==> src/adc_port_pkg.sv <==
// Shared constants, states and carriers of the serial converter control port.
// Assumes one 100 MHz clock; all pins arrive synchronous to it.
package adc_port_pkg;

  // ----------------------------------------------------------------
  // Sizes and timing
  // ----------------------------------------------------------------
  localparam int RES_W = 12;
  localparam int CFG_W = 4;
  localparam int CNT_W = 4;
  localparam int CLK_PERIOD_NS = 10;
  localparam logic [CNT_W-1:0] CFG_LAST = 4'h3;
  localparam logic [CNT_W-1:0] CNT_ZERO = 4'h0;
  localparam logic [CNT_W-1:0] CNT_ONE = 4'h1;

  // ----------------------------------------------------------------
  // Transfer states
  // ----------------------------------------------------------------
  typedef enum logic [2:0] {
    ST_IDLE    = 3'h0,
    ST_SEARCH  = 3'h1,
    ST_CONFIG  = 3'h2,
    ST_NULL    = 3'h3,
    ST_MSB     = 3'h4,
    ST_LSB     = 3'h5,
    ST_FILL    = 3'h6,
    ST_PD_ONES = 3'h7
  } state_e;

  // ----------------------------------------------------------------
  // Configuration word, first received bit in the top field
  // ----------------------------------------------------------------
  typedef struct packed {
    logic single_ended_sel;
    logic polarity;
    logic msb_first_flag;
    logic power_keep_n;
  } cfg_s;

  localparam cfg_s CFG_RESET = 4'h0;

  // Multiplexer steering: positive input and negative reference
  localparam logic [1:0] NEG_GND = 2'h0;
  localparam logic [1:0] NEG_A = 2'h1;
  localparam logic [1:0] NEG_B = 2'h2;

  typedef struct packed {
    logic pos_is_b;
    logic [1:0] neg_sel;
  } mux_s;

endpackage

==> src/sar_step.sv <==
// Successive-approximation register: one bit resolved per step pulse.
// Assumes an external comparator answering trial code against held input.
`timescale 1ns/1ns
`default_nettype none

module sar_step #(
  parameter int W = 12
) (
  input wire logic i_clk,
  input wire logic i_rst_n,
  input wire logic i_start,
  input wire logic i_step,
  input wire logic i_cmp,
  output logic [W-1:0] o_trial,
  output logic [W-1:0] o_result,
  output logic o_done
);

  if (W < 2) begin : bad_width
    $error("sar_step needs at least two bits");
  end

  logic [W-1:0] mask;
  logic [W-1:0] trial;
  logic [W-1:0] result;
  wire [W-1:0] top_mask = {1'b1, {(W-1){1'b0}}};
  wire [W-1:0] kept = result | (i_cmp ? mask : '0);
  wire [W-1:0] next_mask = mask >> 1;
  wire busy = |mask;

  // ----------------------------------------------------------------
  // Binary search, straight binary code with zero at ground
  // ----------------------------------------------------------------
  always_ff @(posedge i_clk) begin
    if (!i_rst_n) begin
      mask <= '0;
      trial <= '0;
      result <= '0;
    end else if (i_start) begin
      mask <= top_mask;
      trial <= top_mask;
      result <= '0;
    end else if (i_step && busy) begin
      mask <= next_mask;
      result <= kept;
      trial <= kept | next_mask;
    end
  end

  assign o_trial = trial;
  assign o_result = result;
  assign o_done = ~busy;

endmodule

`default_nettype wire

==> src/serial_adc_control_port.sv <==
// Control and serial-interface logic of a two-channel 12-bit converter.
// Assumes chip select, shift clock and data in are synchronous to I_CLK and
// that an external comparator reports analog input >= O_TRIAL on I_CMP.
`timescale 1ns/1ns
`default_nettype none

// Function
// - Launch on falling, sample on rising.
// - Configuration in first, result out after.
// - Select falling edge begins a transfer.
// - First sampled one is start bit.
// - Four config bits follow, then conversion.
// - Ignore input until next select cycle.
// - Selector and polarity choose input pair.
// - One null bit, then result MSB first.
// - Result is 12-bit straight unipolar code.
// - MSB-first flag set: zeros after result.
// - Flag clear: LSB-first copy follows.
// - Power-keep zero selects power-down.
// - Power-down sends twelve ones, then zeros.
// - Power-down ends at next select cycle.
// - Select high resets the interface logic.
// - Device drives shared line from fifth fall.
// - Select high keeps output high impedance.
module serial_adc_control_port #(
  parameter int RES_W = adc_port_pkg::RES_W
) (
  input wire logic I_CLK,
  input wire logic I_RST_N,
  input wire logic I_CS_N,
  input wire logic I_SCLK,
  input wire logic I_DIN,
  input wire logic I_CMP,
  output logic O_DOUT,
  output logic O_DOUT_OE,
  output logic [RES_W-1:0] O_TRIAL,
  output adc_port_pkg::mux_s O_MUX,
  output logic O_HOLD,
  output logic O_POWER_DOWN,
  output logic [RES_W-1:0] O_RESULT
);

  if (RES_W < 2 || RES_W > (1 << adc_port_pkg::CNT_W)) begin : bad_res_w
    $error("RES_W out of range for the bit counter");
  end

  localparam logic [adc_port_pkg::CNT_W-1:0] RES_LAST =
    adc_port_pkg::CNT_W'(RES_W - 1);

  // ----------------------------------------------------------------
  // Shift clock edges
  // ----------------------------------------------------------------
  logic sclk_q;
  adc_port_pkg::state_e state;
  logic [adc_port_pkg::CNT_W-1:0] cnt;
  logic [adc_port_pkg::CFG_W-2:0] cfg_sh;
  adc_port_pkg::cfg_s cfg;
  logic dout;
  logic oe;
  logic hold;
  logic power_down;
  logic [RES_W-1:0] result;
  logic sar_done;

  // edge detect on the shift clock
  wire rise = I_SCLK & ~sclk_q;
  wire fall = ~I_SCLK & sclk_q;
  wire cs_low = ~I_CS_N;
  wire cfg_last = (cnt == adc_port_pkg::CFG_LAST);
  wire res_last = (cnt == RES_LAST);
  // first config bit lands in the top field
  wire adc_port_pkg::cfg_s cfg_word = {cfg_sh, I_DIN};
  wire cfg_done = (state == adc_port_pkg::ST_CONFIG) & rise & cfg_last & cs_low;
  wire sar_step_en = (state == adc_port_pkg::ST_MSB) & fall & cs_low;
  wire lsb_bit = result[cnt];
  // power-down capture leaves the converter and last code alone
  wire conv_start = cfg_done & cfg_word.power_keep_n;

  always_ff @(posedge I_CLK) begin
    if (!I_RST_N) begin
      sclk_q <= 1'b0;
    end else begin
      sclk_q <= I_SCLK;
    end
  end

  // ----------------------------------------------------------------
  // Transfer sequencer
  // ----------------------------------------------------------------
  always_ff @(posedge I_CLK) begin
    if (!I_RST_N) begin
      state <= adc_port_pkg::ST_IDLE;
      cnt <= adc_port_pkg::CNT_ZERO;
      cfg_sh <= '0;
      dout <= 1'b0;
      oe <= 1'b0;
    end else if (I_CS_N) begin
      // select high returns to a fresh start-bit search
      state <= adc_port_pkg::ST_IDLE;
      cnt <= adc_port_pkg::CNT_ZERO;
      oe <= 1'b0;
    end else begin
      case (state)
        adc_port_pkg::ST_IDLE: begin
          // select low opens the start-bit search
          state <= adc_port_pkg::ST_SEARCH;
        end
        adc_port_pkg::ST_SEARCH: begin
          if (rise && I_DIN) begin
            state <= adc_port_pkg::ST_CONFIG;
            cnt <= adc_port_pkg::CNT_ZERO;
          end
        end
        adc_port_pkg::ST_CONFIG: begin
          // four configuration bits on rising edges
          if (rise) begin
            cfg_sh <= cfg_word[adc_port_pkg::CFG_W-2:0];
            cnt <= cnt + adc_port_pkg::CNT_ONE;
            if (cfg_last) begin
              state <= adc_port_pkg::ST_NULL;
            end
          end
        end
        adc_port_pkg::ST_NULL: begin
          // take the shared line on the next falling edge
          if (fall) begin
            dout <= 1'b0;
            oe <= 1'b1;
            cnt <= adc_port_pkg::CNT_ZERO;
            state <= cfg.power_keep_n ? adc_port_pkg::ST_MSB : adc_port_pkg::ST_PD_ONES;
          end
        end
        adc_port_pkg::ST_MSB: begin
          // each bit leaves as the comparator decides it
          if (fall) begin
            dout <= I_CMP;
            cnt <= cnt + adc_port_pkg::CNT_ONE;
            if (res_last) begin
              cnt <= adc_port_pkg::CNT_ZERO;
              // order flag decides between fill and LSB-first copy
              state <= cfg.msb_first_flag ? adc_port_pkg::ST_FILL : adc_port_pkg::ST_LSB;
            end
          end
        end
        adc_port_pkg::ST_LSB: begin
          // replay the stored code from bit zero up
          if (fall) begin
            dout <= lsb_bit;
            cnt <= cnt + adc_port_pkg::CNT_ONE;
            if (res_last) begin
              state <= adc_port_pkg::ST_FILL;
            end
          end
        end
        adc_port_pkg::ST_PD_ONES: begin
          // a word of ones before the zero fill
          if (fall) begin
            dout <= 1'b1;
            cnt <= cnt + adc_port_pkg::CNT_ONE;
            if (res_last) begin
              state <= adc_port_pkg::ST_FILL;
            end
          end
        end
        adc_port_pkg::ST_FILL: begin
          // zeros for as long as the host keeps clocking
          if (fall) begin
            dout <= 1'b0;
          end
        end
        default: begin
          state <= adc_port_pkg::ST_IDLE;
        end
      endcase
    end
  end

  // ----------------------------------------------------------------
  // Configuration, hold and power state
  // ----------------------------------------------------------------
  always_ff @(posedge I_CLK) begin
    if (!I_RST_N) begin
      cfg <= adc_port_pkg::CFG_RESET;
      hold <= 1'b0;
      power_down <= 1'b0;
    end else if (I_CS_N) begin
      hold <= 1'b0;
    end else if (state == adc_port_pkg::ST_IDLE) begin
      // a new select cycle wakes the converter at once
      power_down <= 1'b0;
    end else if (cfg_done) begin
      // the word is taken once; later input is never read
      cfg <= cfg_word;
      hold <= cfg_word.power_keep_n;
      power_down <= ~cfg_word.power_keep_n;
    end
  end

  wire neg_diff = cfg.polarity ? 1'b0 : 1'b1;
  assign O_MUX.pos_is_b = cfg.polarity;
  assign O_MUX.neg_sel = cfg.single_ended_sel ? adc_port_pkg::NEG_GND :
                         (neg_diff ? adc_port_pkg::NEG_B : adc_port_pkg::NEG_A);

  // straight binary search gives the unipolar code
  sar_step #(
    .W(RES_W)
  ) u_sar (
    .i_clk(I_CLK),
    .i_rst_n(I_RST_N),
    .i_start(conv_start),
    .i_step(sar_step_en),
    .i_cmp(I_CMP),
    .o_trial(O_TRIAL),
    .o_result(result),
    .o_done(sar_done)
  );

  // driver only after the input phase and while selected
  assign O_DOUT_OE = oe & cs_low;
  assign O_DOUT = dout;
  assign O_HOLD = hold & ~sar_done;
  assign O_POWER_DOWN = power_down;
  assign O_RESULT = result;
endmodule

`default_nettype wire

==> config.mk <==
export PLATFORM = sky130hd
export DESIGN_NAME = serial_adc_control_port
export DESIGN_NICKNAME = d
export VERILOG_FILES = /design/src/adc_port_pkg.sv /design/src/sar_step.sv /design/src/serial_adc_control_port.sv
export SDC_FILE = /design/constraint.sdc
export NUM_CORES = 1
export LEC_CHECK = 0
export BUFFER_PORTS_ARGS = -buffer_cell sky130_fd_sc_hd__buf_2
export CAP_MARGIN = 10
export CORE_MARGIN = 10
export CORE_UTILIZATION = 25
export CTS_CLUSTER_SIZE = 25
export DETAILED_ROUTE_END_ITERATION = 6
export PLACE_DENSITY = 0.41
export RECOVER_POWER = 50
export SLEW_MARGIN = 20
export SYNTH_ARGS = -nofsm -noshare
export SYNTH_HDL_FRONTEND = slang
export SYNTH_SLANG_ARGS = --single-unit
==> constraint.sdc <==
create_clock -name I_CLK -period 4.8 [get_ports I_CLK]
set_clock_uncertainty 0.1 [all_clocks]
set_input_delay 0.48 -clock I_CLK [delete_from_list [all_inputs] [get_ports I_CLK]]
set_output_delay 0.48 -clock I_CLK [all_outputs]
set_load 0.02 [all_outputs]
==> metrics.txt <==
status completed; P_sw 0.1857 mW; drt drc 0; CP max-delay cell nor4b_1; R2R depth 6; final std cells w/o fill 431; Max Fclk 355.6 MHz; Yosys reg bits 55; register area share after synthesis 0.4444; Synth area leaders dfxtp_1 (44%), a211oi_1 (7.9%), mux2i_1 (7.3%); Critical path buffers and inverters 0; CP max FO 34; syn avg cell area 9.175 um^2; worst setup path class register to register; 1st-iter DRT viols 120; grt total ovfl 0; XOR/XNOR Fraction of Synth Area 0.01061; Worst-Margin Slew 0.9765 ns; first-pass GRT wire length 10640 um; worst r2r dst u_sar.o_trial[9]; final setup vio count 0; setup bufs post-CTS 0; PortBufs 36; Synth top area share 0.4444; final hold vios 0; CTS tree yes; GRT Util Overall 0.09012; mux contribution to synthesized area 0.09091; Top FF cell, synth dfxtp_1; mean routed wirelength per cell 14.90 um; Clk Latency, worst-skew pair 0.31 ns; Design Area, Final 2769 um^2; Reg-to-Reg Start cnt[1]; number of distinct library cells after synthesis 48; CP delay by family, top simple AND/OR/NAND/NOR gates; Mapped Cells 270; antenna fix cells 0; die area 14290 um^2; met3 routed WL 205 um; crit path from cnt[1]; uppermost layer routed met4; Synth Area in Adders 0.005051; part of the power in registers 0.569; core outline area 9729 um^2; Max Cap Viol 0; routed wire length 6422 um; count leader, synth dfxtp_1; Yosys Warn Count 0; crit path time final 2.812 ns; nets 304; wire length on met1 3423 um; dpl cells 423; largest net degree at the start of global routing 41; hold path depth 2; area post-placement 2719 um^2; Worst setup EP type register; GP Congestion 0.7306; Tcrit/Tclk final 0.5859; TritonRoute pass-1 iters 4; Top-Level Pins 37; Net Count, Synth 277; worst min-delay path startpoint I_SCLK; synthesis-to-finish area growth 11.77%; EDFF count, synth 0; Peak VDD IR 0.0001016 V; Slew Limit Fails 0; Switching Fraction 0.2289; Starting Density 0.2546; DR WL met2 2737 um; TNS Setup 0 ns; synth cell count leaders dfxtp_1 (55), nor2_1 (48), a211oi_1 (26); Pwr Total 0.8112 mW; clock buffer depth 2; CTS hold repair buffers 0; drt via density 4.654; power share of the clock group 0.393; Comb power frac 0.038; cells along the critical path ha_1, nor3b_4, nor4b_1, nand2_2, nand2_4, a211oi_1; Post-DP HPWL 4575 um; post-cts resize count 0; area leader, netlist dfxtp_1; Clock Root Buffer clkbuf_8; Worst-path clk slew 0.11 ns; Leakage Power 0.9482 nW; asr flop ratio synth 0; RSZ-0062 raised after global routing false; vias in the first global route 1950; Internal 0.6255 mW; max incr delay on CP 0.82 ns; Cell Area, Synth 2477 um^2; r2r setup slk 1.99 ns; post-synthesis simple-gate area fraction 0.2136; Final Util 0.2846; share of layout cells above drive strength 1 0.07047; CTS buffer count 5; crit path DAT 2.87 ns; H-Tree Depth 2; element type at the critical path start register; hold endpoint sclk_q; power per cell area 293.0 nW/um^2; post-place setup slack 1.911 ns; Required @ worst endpoint 4.86 ns; Worst slew margin 0.3399; initial antenna violation count 0; Die H 119.5 um; main combinational cell family by area after synthesis simple AND/OR/NAND/NOR gates; via count 2006; class of the worst hold path input port to register; Site Rows 36; CTS Sinks 55; chip width 119.5 um; post-route ant nets 0; post-synthesis compound-gate area fraction 0.1854; Fin Hold WS 0.3107 ns; setup slack after layout 1.988 ns
## final cells by class
class	count	area, um^2
Inverter	5	18.77
Clock inverter	2	38.79
Clock buffer	6	72.57
Multi-Input combinational cell	194	1230
Timing Repair Buffer	36	141.4
Tap cell	133	166.4
Fill cell	1114	6960
Sequential cell	55	1101
## how the worst max path moves through the flow
stage                             end  cells past startpoint  slack (ns)
global route        u_sar.o_trial[11]                      5        1.68
floorplan            u_sar.o_trial[3]                      7        2.92
global placement    u_sar.o_trial[11]                      6        1.92
finish               u_sar.o_trial[9]                      6        1.99
CTS                 u_sar.o_trial[11]                      5        2.00
detailed placement  u_sar.o_trial[11]                      6        1.91
## cell families after synthesis
logic type               after synthesis
multiplexers                          20
adder cells (fa/ha/maj)                1
AND/OR/NAND/NOR                      100
XOR/XNOR                               3
buffers and inverters                 21
flip-flops                            55
AO/OA/AOI/OAI                         70
## worst reg2reg max path, cell delays in order, from the launching register on
cell and delay (ns):
dfxtp_1 0.49, ha_1 0.28, nor3b_4 0.26, nor4b_1 0.82, nand2_2 0.24, nand2_4 0.38, a211oi_1 0.10
## state kept, by name, summed over array words and instances, names as in the netlist, 2 cells and up, named ones only
name	cells
state	2
cfg_sh	3
cfg	3
u_sar.o_result	12
u_sar.mask	12
u_sar.o_trial	12
cnt	4
## cells in the final DEF (no fill, tap or decap), types with 2 or more instances in the layout
cell / netlist / routed
nor2_1: 48 / 48
a21oi_1: 14 / 14
a21o_1: 2 / 2
xor2_1: 2 / 2
and3_1: 2 / 2
buf_2: 6 / 5
dfxtp_1: 55 / 55
nand2_1: 15 / 15
clkbuf_8: 0 / 5
nand3b_1: 2 / 2
a211oi_1: 26 / 26
nor2b_1: 2 / 2
a31oi_1: 14 / 14
mux4_2: 2 / 2
o21ai_0: 7 / 7
inv_1: 3 / 3
clkbuf_1: 4 / 32
clkinv_1: 2 / 2
nor4_1: 3 / 3
nand2b_1: 6 / 7
nand4b_1: 2 / 2
mux2i_1: 18 / 18
and2_1: 2 / 2
nand3_1: 4 / 4
## power by group through the flow
stage               Combinational [mW]  Clock [mW]  Sequential (mW)
floorplan                       0.0262           0            0.470
global placement                0.0324           0            0.472
detailed placement              0.0323           0            0.472
CTS                             0.0324       0.332            0.462
global route                    0.0354       0.347            0.463
finish                          0.0308       0.318            0.462
## layer usage
| metal | vias to the layer above | track usage |
|---|---|---|
| met1 | 949 | 0.1294 |
| met3 | 2 | 0.02297 |
| li1 | 1030 | - |
| met5 | - | 0 |
| met4 | 0 | 0.02715 |
| met2 | 25 | 0.1286 |
Note: power is estimated with default switching activity, not from simulation.
